$ cat src/design/lspm_pkg.sv
// lspm_pkg: shared constants for the lamp switch mode and pwm controller
package lspm_pkg;
  // ----------------------------------------
  // sizing
  // ----------------------------------------
  localparam int unsigned NUM_OUT = 4;
  localparam int unsigned DUTY_W = 7;
  localparam int unsigned DLY_W = 3;
  localparam int unsigned PWM_STEPS = 128;
  localparam logic [6:0] DUTY_FULL = 7'h7f;
  localparam int unsigned DLY_UNIT = 16;
  // ----------------------------------------
  // timing, system clock 25 mhz
  // ----------------------------------------
  localparam int unsigned SYS_CLK_HZ = 25000000;
  localparam int unsigned QUAL_TIME_NS = 400;
  localparam int unsigned QUAL_CYC = (QUAL_TIME_NS * (SYS_CLK_HZ / 1000000) + 999) / 1000;
  // default internal oscillator half period in sys cycles (plain default)
  localparam logic [15:0] OSC_HALF_DEF = 16'h0028;
  // calibration pulse window in sys cycles
  localparam logic [23:0] CAL_MIN_CYC = 24'h000100;
  localparam logic [23:0] CAL_MAX_CYC = 24'h7fffff;
  // watchdog timeout in internal oscillator periods
  localparam logic [15:0] WDOG_OSC_PER = 16'h0400;
  // external clock monitor: allowed sys cycles between in0 rising edges
  localparam logic [15:0] EXT_PER_MIN = 16'h0004;
  localparam logic [15:0] EXT_PER_MAX = 16'h0fff;
  // ----------------------------------------
  // modes, one-hot
  // ----------------------------------------
  typedef enum logic [3:0] {
    LSPM_SLEEP = 4'h1,
    LSPM_NORMAL = 4'h2,
    LSPM_FSAFE = 4'h4,
    LSPM_FAULT = 4'h8
  } lspm_mode_t;
endpackage : lspm_pkg

$ cat src/design/lspm_ctrl.sv
// lspm_ctrl: operating mode, pwm generator, watchdog and fail-safe logic
`timescale 1ns/10ps

// Summary of operation
// wake from reset, rouse or qualified inputs
// fail on enabled supply loss or watchdog
// fault on any protection flag, overvoltage only with shutdown on
// mode from wake, fail, fault
// fault mode keeps faulted outputs off, autoretry
// sleep default, config reads as zero
// normal indicator one only in normal
// normal on command, direct or pwm
// rearm command from input or on bit
// pwm period is 128 selected clocks
// high time (n+1)/128, full code on
// other direct inputs ignored under pwm
// per output delay 16 times code
// external clock loss stops pwm, flag
// calibration low pulse sets oscillator period
// out-of-window pulse ignored, keep or default
// watchdog armed on rising wake sources
// host toggles d15, timeout from oscillator
// timeout or supply loss enters fail-safe
// fail-safe outputs follow direct inputs
// watchdog input bit returns to normal
// grounded select leaves watchdog fail-safe
// inputs synchronised and filtered high
module lspm_ctrl (
  input wire logic sys_clk,
  input wire logic sys_rst,
  input wire logic clk_en,
  input wire logic pwm_ext_clk,
  input wire logic [3:0] direct_in,
  input wire logic reset_bar_pin,
  input wire logic rouse_pin,
  input wire logic failsafe_select_pin,
  input wire logic chip_sel_n,
  input wire logic logic_supply_fail,
  input wire logic logic_supply_loss_enable,
  input wire logic [3:0] current_limit_flags,
  input wire logic [3:0] thermal_flags,
  input wire logic [3:0] hard_short_flags,
  input wire logic supply_low_flag,
  input wire logic supply_excess_flag,
  input wire logic supply_excess_shutdown_off,
  input wire logic [3:0] on_bits,
  input wire logic [27:0] duty_codes,
  input wire logic [11:0] delay_codes,
  input wire logic [3:0] parallel_input_block,
  input wire logic pulse_module_enable,
  input wire logic pwm_clock_source_choice,
  input wire logic cal_arm,
  input wire logic spi_word_strobe,
  input wire logic watchdog_toggle_bit,
  input wire logic watchdog_input_bit,
  output logic [3:0] high_side_output,
  output logic [3:0] fault_rearm_command,
  output logic [3:0] fault_clear,
  output logic normal_mode_indicator,
  output logic external_clock_loss_flag,
  output logic [3:0] mode_state,
  output logic [15:0] osc_half_period
);

  // ----------------------------------------
  // input synchronisers, three stages
  // ----------------------------------------
  logic [7:0] pin_s1_r;  // first stage, read by second only
  logic [7:0] pin_s2_r;
  logic [7:0] pin_s3_r;
  logic [7:0] pin_stable_r;  // changes once stages two and three agree
  wire [7:0] pin_raw = {chip_sel_n, failsafe_select_pin, rouse_pin, reset_bar_pin, direct_in};

  // three flop chain, stable copy updates when last two agree
  always_ff @(posedge sys_clk) begin
    if (sys_rst) begin
      pin_s1_r <= 8'h00;
      pin_s2_r <= 8'h00;
      pin_s3_r <= 8'h80;
      pin_stable_r <= 8'h80;
    end else if (clk_en) begin
      pin_s1_r <= pin_raw;
      pin_s2_r <= pin_s1_r;
      pin_s3_r <= pin_s2_r;
      pin_stable_r <= (pin_s2_r & pin_s3_r) | (pin_stable_r & (pin_s2_r | pin_s3_r));
    end
  end

  wire [3:0] din_s = pin_stable_r[3:0];
  wire rst_pin_s = pin_stable_r[4];
  wire rouse_s = pin_stable_r[5];
  wire fsi_open_s = pin_stable_r[6];
  wire cs_n_s = pin_stable_r[7];

  // ----------------------------------------
  // input qualification filter
  // ----------------------------------------
  logic [3:0] in_active_r;  // input_active_qualified
  logic [7:0] qual_cnt_r [4];

  genvar gi;
  generate
    for (gi = 0; gi < 4; gi++) begin : g_qual
      // require stable high
      always_ff @(posedge sys_clk) begin
        if (sys_rst) begin
          qual_cnt_r[gi] <= 8'h00;
          in_active_r[gi] <= 1'b0;
        end else if (clk_en) begin
          if (!din_s[gi]) begin
            qual_cnt_r[gi] <= 8'h00;
            in_active_r[gi] <= 1'b0;
          end else if (qual_cnt_r[gi] >= 8'(lspm_pkg::QUAL_CYC)) begin
            in_active_r[gi] <= 1'b1;
          end else begin
            qual_cnt_r[gi] <= qual_cnt_r[gi] + 8'h01;
          end
        end
      end
    end
  endgenerate

  // ----------------------------------------
  // wake, fail, fault terms
  // ----------------------------------------
  // wake sources
  wire wake = rst_pin_s | rouse_s | (|in_active_r);
  wire [3:0] out_fault = current_limit_flags | thermal_flags | hard_short_flags;
  // fault term, overvoltage gated
  wire fault = (|out_fault) | supply_low_flag | (supply_excess_flag & ~supply_excess_shutdown_off);
  wire supply_fail = logic_supply_fail & logic_supply_loss_enable;

  logic wdog_armed_r;
  logic wdog_to_r;  // latched timeout, ends with rearm or grounded select
  logic supply_fs_r;  // fail-safe held from supply loss
  // fail term
  wire fail = supply_fs_r | (wdog_to_r & fsi_open_s);

  // mode decode
  function automatic lspm_pkg::lspm_mode_t lspm_mode_f(input logic w, input logic fl, input logic ft);
    if (!w) begin
      return lspm_pkg::LSPM_SLEEP;
    end else if (ft) begin
      return lspm_pkg::LSPM_FAULT;
    end else if (fl) begin
      return lspm_pkg::LSPM_FSAFE;
    end
    return lspm_pkg::LSPM_NORMAL;
  endfunction : lspm_mode_f

  lspm_pkg::lspm_mode_t mode_r;
  wire lspm_pkg::lspm_mode_t mode_nxt = lspm_mode_f(wake, fail, fault);
  wire sleep_m = (mode_r == lspm_pkg::LSPM_SLEEP);
  wire fsafe_m = (mode_r == lspm_pkg::LSPM_FSAFE);
  wire normal_m = (mode_r == lspm_pkg::LSPM_NORMAL);

  // settings read as zero in sleep; R20: defaults in fail-safe
  wire cfg_ok = ~sleep_m & ~fail;
  wire [3:0] on_eff = cfg_ok ? on_bits : 4'h0;
  wire [3:0] blk_eff = cfg_ok ? parallel_input_block : 4'h0;
  wire pwm_en_eff = cfg_ok & pulse_module_enable;
  wire src_int = cfg_ok & pwm_clock_source_choice;

  // ----------------------------------------
  // watchdog
  // ----------------------------------------
  logic [5:0] wake_prev_r;
  logic wd_prev_r;
  logic [15:0] wdog_cnt_r;  // oscillator periods since last toggle
  wire [5:0] wake_src = {rst_pin_s, rouse_s, in_active_r};
  // rising wake source arms watchdog
  wire wake_rise = |(wake_src & ~wake_prev_r);
  wire wd_toggled = spi_word_strobe & (watchdog_toggle_bit != wd_prev_r);
  // watchdog input bit leaves fail-safe, other bits ignored
  wire rearm = spi_word_strobe & watchdog_input_bit & ~logic_supply_fail;
  logic osc_tick;  // one pulse per internal oscillator period

  // watchdog arming, counting and timeout latch
  always_ff @(posedge sys_clk) begin
    if (sys_rst) begin
      wake_prev_r <= 6'h00;
      wd_prev_r <= 1'b0;
      wdog_armed_r <= 1'b0;
      wdog_cnt_r <= 16'h0000;
      wdog_to_r <= 1'b0;
      supply_fs_r <= 1'b0;
    end else if (clk_en) begin
      wake_prev_r <= wake_src;
      if (spi_word_strobe) begin
        wd_prev_r <= watchdog_toggle_bit;
      end
      // grounded select disables the watchdog
      if (!fsi_open_s) begin
        wdog_armed_r <= 1'b0;
      end else if (wake_rise) begin
        wdog_armed_r <= 1'b1;
      end
      // timeout counted in oscillator periods
      if (wd_toggled | ~wdog_armed_r | wdog_to_r) begin
        wdog_cnt_r <= 16'h0000;
      end else if (osc_tick) begin
        wdog_cnt_r <= wdog_cnt_r + 16'h0001;
      end
      // timeout latches until rearm; R22: grounded select exits
      if (wdog_armed_r & fsi_open_s & (wdog_cnt_r >= lspm_pkg::WDOG_OSC_PER)) begin
        wdog_to_r <= 1'b1;
      end else if (rearm | ~fsi_open_s) begin
        wdog_to_r <= 1'b0;
      end
      // supply loss holds fail-safe until rearm with supply good
      if (supply_fail) begin
        supply_fs_r <= 1'b1;
      end else if (rearm) begin
        supply_fs_r <= 1'b0;
      end
    end
  end

  // ----------------------------------------
  // internal oscillator and calibration
  // ----------------------------------------
  logic [15:0] osc_half_r;
  logic [15:0] osc_cnt_r;
  logic osc_clk_r;
  logic cal_wait_r;
  logic cal_run_r;
  logic [23:0] cal_cnt_r;
  logic cs_prev_r;
  wire cs_fall = cs_prev_r & ~cs_n_s;
  wire cs_rise = ~cs_prev_r & cs_n_s;
  // pulse window check
  wire cal_in_win = (cal_cnt_r >= lspm_pkg::CAL_MIN_CYC) & (cal_cnt_r <= lspm_pkg::CAL_MAX_CYC);
  // a phase lasts exactly half cycles, so a full period is the pulse over 128
  wire osc_wrap = (osc_cnt_r + 16'h0001 >= osc_half_r);
  assign osc_tick = osc_wrap & osc_clk_r;

  // free running oscillator with calibratable half period
  always_ff @(posedge sys_clk) begin
    if (sys_rst) begin
      osc_half_r <= lspm_pkg::OSC_HALF_DEF;
      osc_cnt_r <= 16'h0000;
      osc_clk_r <= 1'b0;
      cal_wait_r <= 1'b0;
      cal_run_r <= 1'b0;
      cal_cnt_r <= 24'h000000;
      cs_prev_r <= 1'b1;
    end else if (clk_en) begin
      cs_prev_r <= cs_n_s;
      if (osc_wrap) begin
        osc_cnt_r <= 16'h0000;
        osc_clk_r <= ~osc_clk_r;
      end else begin
        osc_cnt_r <= osc_cnt_r + 16'h0001;
      end
      // armed by the trim command, next low pulse measured
      if (cal_arm) begin
        cal_wait_r <= 1'b1;
      end else if (cal_wait_r & cs_fall) begin
        cal_wait_r <= 1'b0;
        cal_run_r <= 1'b1;
        cal_cnt_r <= 24'h000000;
      end else if (cal_run_r & ~cs_rise & (cal_cnt_r != 24'hffffff)) begin
        cal_cnt_r <= cal_cnt_r + 24'h000001;
      end
      // period is pulse length over 128, half of that per phase
      if (cal_run_r & cs_rise) begin
        cal_run_r <= 1'b0;
        // out of window keeps the present setting
        if (cal_in_win) begin
          osc_half_r <= cal_cnt_r[23:8];
        end
      end
    end
  end

  // ----------------------------------------
  // pwm_ext_clk domain, its logic drives nothing (the pwm external clock is direct input 0)
  // ----------------------------------------
  // internal source crosses as a level, sampled in the pwm domain
  logic [1:0] ext_dom_sync_r;
  logic [6:0] ext_phase_r;
  logic ext_wrap_tgl_r;
  logic [2:0] ext_cfg_s1_r;
  logic [2:0] ext_cfg_s2_r;

  // 128 step counter on pwm_ext_clk, read by nothing; the pwm phase is phase_r
  always_ff @(posedge pwm_ext_clk) begin
    if (sys_rst) begin
      ext_cfg_s1_r <= 3'h0;
      ext_cfg_s2_r <= 3'h0;
      ext_phase_r <= 7'h00;
      ext_wrap_tgl_r <= 1'b0;
      ext_dom_sync_r <= 2'h0;
    end else begin
      ext_cfg_s1_r <= {pwm_en_eff, src_int, 1'b0};
      ext_cfg_s2_r <= ext_cfg_s1_r;
      ext_dom_sync_r <= {ext_dom_sync_r[0], ext_cfg_s2_r[2]};
      if (ext_cfg_s2_r[2]) begin
        ext_phase_r <= ext_phase_r + 7'h01;
        if (ext_phase_r == 7'h7f) begin
          ext_wrap_tgl_r <= ~ext_wrap_tgl_r;
        end
      end else begin
        ext_phase_r <= 7'h00;
      end
    end
  end

  // ----------------------------------------
  // pwm tick in sys domain: external edge or oscillator tick
  // ----------------------------------------
  logic [15:0] ext_per_cnt_r;
  logic clk_loss_r;
  logic [6:0] phase_r;  // shared pwm phase, counted in sys domain
  logic [6:0] edge_cnt_r [4];
  wire ext_rise = din_s[0] & ~pin_s3_r[0] & pin_s2_r[0];
  logic pin_stable_r_d0;  // previous synchronised first input, for edge detect
  // selected clock source
  wire pwm_tick = src_int ? osc_tick : (din_s[0] & ~pin_stable_r_d0);

  // external clock frequency monitor
  always_ff @(posedge sys_clk) begin
    if (sys_rst) begin
      pin_stable_r_d0 <= 1'b0;
      ext_per_cnt_r <= 16'h0000;
      clk_loss_r <= 1'b0;
      phase_r <= 7'h00;
    end else if (clk_en) begin
      pin_stable_r_d0 <= din_s[0];
      if (din_s[0] & ~pin_stable_r_d0) begin
        clk_loss_r <= (ext_per_cnt_r < lspm_pkg::EXT_PER_MIN) | (ext_per_cnt_r > lspm_pkg::EXT_PER_MAX);
        ext_per_cnt_r <= 16'h0000;
      end else if (ext_per_cnt_r != 16'hffff) begin
        ext_per_cnt_r <= ext_per_cnt_r + 16'h0001;
        if (ext_per_cnt_r > lspm_pkg::EXT_PER_MAX) begin
          clk_loss_r <= 1'b1;
        end
      end
      if (!pwm_en_eff) begin
        phase_r <= 7'h00;
      end else if (pwm_tick) begin
        phase_r <= phase_r + 7'h01;
      end
    end
  end

  // loss only matters while the external source is chosen
  wire pwm_run = pwm_en_eff & (src_int | ~clk_loss_r);

  // ----------------------------------------
  // per output delay, duty and command
  // ----------------------------------------
  logic [3:0] hs_r;
  logic [3:0] rearm_r;
  logic [3:0] duty_wave;
  logic [3:0] on_cmd;

  generate
    for (gi = 0; gi < 4; gi++) begin : g_out
      wire [6:0] duty = duty_codes[gi*7 +: 7];
      // delay of 16 times code in pwm clocks
      wire [6:0] dly = {delay_codes[gi*3 +: 3], 4'h0};
      wire [6:0] ph = phase_r - dly;
      // high for (n+1) of 128 steps, full code always on
      assign duty_wave[gi] = (duty == lspm_pkg::DUTY_FULL) | (ph <= duty);
      // normal command; R12: direct input ignored under pwm
      assign on_cmd[gi] = pwm_en_eff ? (on_eff[gi] & (pwm_run ? duty_wave[gi] : 1'b1))
                                     : ((din_s[gi] & ~blk_eff[gi]) | on_eff[gi]);
      // rearm term, toggle clears latched faults downstream
      always_ff @(posedge sys_clk) begin
        if (sys_rst) begin
          rearm_r[gi] <= 1'b0;
        end else if (clk_en) begin
          rearm_r[gi] <= ((in_active_r[gi] & ~blk_eff[gi] & ~pwm_en_eff) | on_eff[gi]) & (normal_m | fsafe_m);
        end
      end
    end
  endgenerate

  // output registers and mode
  always_ff @(posedge sys_clk) begin
    if (sys_rst) begin
      // sleep after power up
      mode_r <= lspm_pkg::LSPM_SLEEP;
      hs_r <= 4'h0;
      fault_clear <= 4'h0;
    end else if (clk_en) begin
      mode_r <= mode_nxt;
      // entering or leaving fail-safe clears latched faults
      fault_clear <= {4{(mode_nxt == lspm_pkg::LSPM_FSAFE) != fsafe_m}};
      case (mode_r)
        // sleep keeps all outputs off
        lspm_pkg::LSPM_SLEEP: hs_r <= 4'h0;
        lspm_pkg::LSPM_NORMAL: hs_r <= on_cmd;
        // fail-safe outputs follow direct inputs
        lspm_pkg::LSPM_FSAFE: hs_r <= din_s;
        // faulted outputs held off, others keep command, or direct inputs under fail
        lspm_pkg::LSPM_FAULT: hs_r <= (fail ? din_s : on_cmd) & ~out_fault;
        default: hs_r <= 4'h0;
      endcase
    end
  end

  // indicator one only in normal
  logic nm_r;
  always_ff @(posedge sys_clk) begin
    if (sys_rst) begin
      nm_r <= 1'b0;
    end else if (clk_en) begin
      nm_r <= (mode_nxt == lspm_pkg::LSPM_NORMAL);
    end
  end

  // flag reads one while external clock lost and pwm runs on the external source
  logic loss_flag_r;
  always_ff @(posedge sys_clk) begin
    if (sys_rst) begin
      loss_flag_r <= 1'b0;
    end else if (clk_en) begin
      loss_flag_r <= clk_loss_r & pwm_en_eff & ~src_int;
    end
  end

  assign high_side_output = hs_r;
  assign fault_rearm_command = rearm_r;
  assign normal_mode_indicator = nm_r;
  assign external_clock_loss_flag = loss_flag_r;
  assign mode_state = mode_r;
  assign osc_half_period = osc_half_r;

endmodule : lspm_ctrl

$ cat config.mk
export PLATFORM = sky130hd
export DESIGN_NAME = lspm_ctrl
export DESIGN_NICKNAME = d
export VERILOG_FILES = /design/src/design/lspm_pkg.sv /design/src/design/lspm_ctrl.sv
export SDC_FILE = /design/constraint.sdc
export NUM_CORES = 1
export LEC_CHECK = 0
export ABC_AREA = 1
export BUFFER_PORTS_ARGS = -buffer_cell sky130_fd_sc_hd__buf_2
export CORE_MARGIN = 1.5
export CORE_UTILIZATION = 55
export CTS_BUF_LIST = sky130_fd_sc_hd__clkbuf_8
export CTS_CLUSTER_SIZE = 28
export DETAILED_ROUTE_END_ITERATION = 16
export GPL_ROUTABILITY_DRIVEN = 0
export GPL_TIMING_DRIVEN = 0
export PLACE_DENSITY = 0.75
export SETUP_SLACK_MARGIN = 0.5
export SYNTH_ARGS = -nofsm -noshare
export SYNTH_HDL_FRONTEND = slang
export SYNTH_SLANG_ARGS = --single-unit
$ cat constraint.sdc
create_clock -name sys_clk -period 3.86 [get_ports sys_clk]
set_clock_uncertainty 0.2 [all_clocks]
set_input_delay 1.158 -clock sys_clk [delete_from_list [all_inputs] [get_ports sys_clk]]
set_output_delay 1.158 -clock sys_clk [all_outputs]
set_load 0.02 [all_outputs]
==> metrics.cfg <==
[run_status]
outcome = finished, final reports clean

[floorplanning]
initial_core_util = 0.562
die_h_um = 144
num_rows = 51
io_pins = 117
coreArea_um2 = 19500
dieArea_um2 = 20700
die_width_um = 144

[synth]
synth_flop_cell = dfxtp_1
yosys_warnings = 0
yosysTopAreaCell = dfxtp_1
netlist_area_um2 = 10900
ys_top_cells_by_area = dfxtp_1 (30%), nand2_1 (11%), edfxtp_1 (8.8%), ha_1 (7.2%), inv_1 (6.3%)
synth-seq-area-share = 0.384
synth_seq_cells = 194
ys_async_sr_fraction = 0
ys_types = 50
yosysTopAreaCellShare = 0.296
synth_cells = 1509
avgSynthCellArea_um2 = 7.25
synth_edf_count = 32

[finish]
layout.nets = 1828
drive_gt1_frac = 0.156
final_common_cell = nand2_1
fillCellCount = 1707
fin_area_um2 = 12800
diodes = 0
syn2layout_area_growth_pct = 17.0
layout_common_cells = nand2_1 (298), inv_1 (182), nor2_1 (181)

[clock_tree]
clk_path_buf_depth = 2
cts-buffers-inserted = 17
cts_sinks = 194
clockRootBuffer = clkbuf_8
htreeDepth = 4
cts_tree = built
clock_latency_ns = 0.51
cts-hold-fix-buffers = 0
clk_pin_slew_ns = 0.11

[global_routing]
globalRouteOverflowTotal = 0
gr-usage-all-layers = 0.276
grt_start_max_net_pins = 20
antenna_found_initial = 0
grt_pass1_vias = 9575
grt_pass1_wl_um = 45100

[pwr]
power_density_nw_per_um2 = 310
max-vdd-ir-drop_mv = 0.239
p_leak_uw = 0.00559

[routing]
drc = 0
wl_per_cell_um = 14.8
detail_route.first_pass.iterations = 6
routed_wl_um = 29000
drtAntennaViolNets = 0
dr_total_vias = 10600
viasPerCell = 5.41
drt-initial-drc-count = 849

[setup_path]
crit_family = simple AND/OR/NAND/NOR gates
path_cells = buf_4, nand3_2, inv_2, nand4_1, nor3_4, xor2_2, inv_1, ha_4, nand2_1, inv_1, o21bai_1, nand2_1, a21oi_2, nand3_4, nand3_4, nand2_4, clkbuf_16, nand2_1, a21oi_1
crit_required_ns = 4.03
critPathBufInv = 5
slowest_delay_ns = 0.38
cp-end-kind = register
arrival_ns = 3.52
worstPathMaxFanout = 5
cp_common_cell = nand2_1
path_class = reg2reg
cp-start-kind = register
crit_slowest_cell = dfxtp_4

[run]
drv_cap = 0

[sta]
min_period_ns = 3.36
hold_ws_ns = 0.269
slew_headroom = 0.458
clock.fmax_mhz = 298
hold_viol = 0
fin_crit_sh = 0.869
worst_pin_slew_ns = 0.807
rsz0062_at_grt = yes
finalMaxSlewViolations = 0
setup_viol = 0

[placement]
dpl.hpwl_um = 21200
placed_area_um2 = 11900
numPortBuffers = 114

[hold_path]
min_path_type = reg2reg

==> registers in the layout, indices dropped and copies added (netlist names), 6 cells and up <==
signal           flops
wdog_cnt_r          16
pin_s3_r             8
cal_cnt_r           24
wake_prev_r          6
pin_s2_r             8
qual_cnt_r          32
osc_half_period     16
osc_cnt_r           16
phase_r              7
pin_s1_r             8
pin_stable_r         8
ext_per_cnt_r       16
==> layer usage <==
layer  share of wire  routed length [um]  vias to the layer above  global-route usage
li1                -                   -                     5284                   -
met1            0.44               12700                     4849               0.356
met2            0.47               13500                      369               0.463
met3           0.062                1800                       71              0.0384
met4           0.035                1010                        0               0.118
met5               0                   0                        -                   0
==> kinds of logic after synthesis <==
kind of cell,synth area share
and+or+nand+nor,0.282
AOI/OAI and AO/OA,0.125
buffers and inverters,0.0875
DFF,0.384
adders and majority gates,0.0794
xor gates and xnor gates,0.0416
other,0.000343
==> metrics by stage <==
stage | setup WS [ns] | instances | total power (uW) | setup TNS (ns) | utilization
2_1_floorplan | 0.617 | 1524 | 2490 | 0 | -
3_3_place_gp | -0.111 | 1903 | 2640 | -0.993 | 0.611
3_5_place_dp | -0.228 | 1903 | 2650 | -3.33 | 0.611
4_1_cts | 0.491 | 1942 | 3930 | 0 | 0.639
5_1_grt | 0.375 | 1956 | 4120 | 0 | 0.658
6_report | 0.504 | 1956 | 3970 | 0 | 0.658
==> what timing repair did <==
action | 4_1_cts | 5_1_grt
pin swaps | 9 | 28
hold endpoints to repair | 0 | 0
cloned | 0 | 1
endpoints found under the setup margin | 40 | 48
resized for setup | 27 | 54
buffers inserted | 7 | 13
==> path summary, 6_finish.rpt <==
path	slack, ns	start	cells after the start	endpoint
setup / recovery	0.50	osc_cnt_r[0]	19	wdog_cnt_r[13]
hold / removal	0.27	high_side_output[1]	2	high_side_output[1]
hold reg to reg	0.27	high_side_output[1]	2	high_side_output[1]
setup reg to reg	0.50	osc_cnt_r[0]	19	wdog_cnt_r[13]
==> cells in the mapped netlist, drive strengths merged, types with 3 or more instances <==
cell type,number
o21ai,69
buf,14
nor3,32
nand2,317
nand4,35
fa,4
nor3b,4
o31ai,5
a211oi,4
nor2,188
nor4,15
o22ai,3
nand3b,7
edfxtp,32
a21oi,140
clkbuf,36
o211ai,9
inv,190
nand3,107
ha,63
xnor2,18
dfxtp,162
xor2,34
o21a,4
==> report_power, final <==
part           switching [uW]  internal (uW)
Sequential               45.5           2110
Clock                     814            477
Combinational             326            196
Total                    1190           2790
==> area by class of cell <==
cell class / instances / area, um2 / area share
repair buffers: 135 / 757 / 0.0592
plain buffers: 51 / 263 / 0.0205
multi-input cells: 1089 / 6130 / 0.479
well taps: 265 / 332 / 0.0259
clock inverters: 15 / 149 / 0.0116
clock buffers: 17 / 234 / 0.0183
flip-flops and latches: 194 / 4220 / 0.330
inverters: 190 / 713 / 0.0557
==> worst register-to-register path, delay by kind of cell (launching register included) <==
family                   cells  cell delay [ns]
AO/OA/AOI/OAI                3             0.39
buffers and inverters        5             0.57
XOR/XNOR                     1             0.19
adder cells (fa/ha/maj)      1             0.22
flip-flops                   1             0.38
AND/OR/NAND/NOR              9             1.31
No activity file was read; power rests on OpenSTA's default activity.
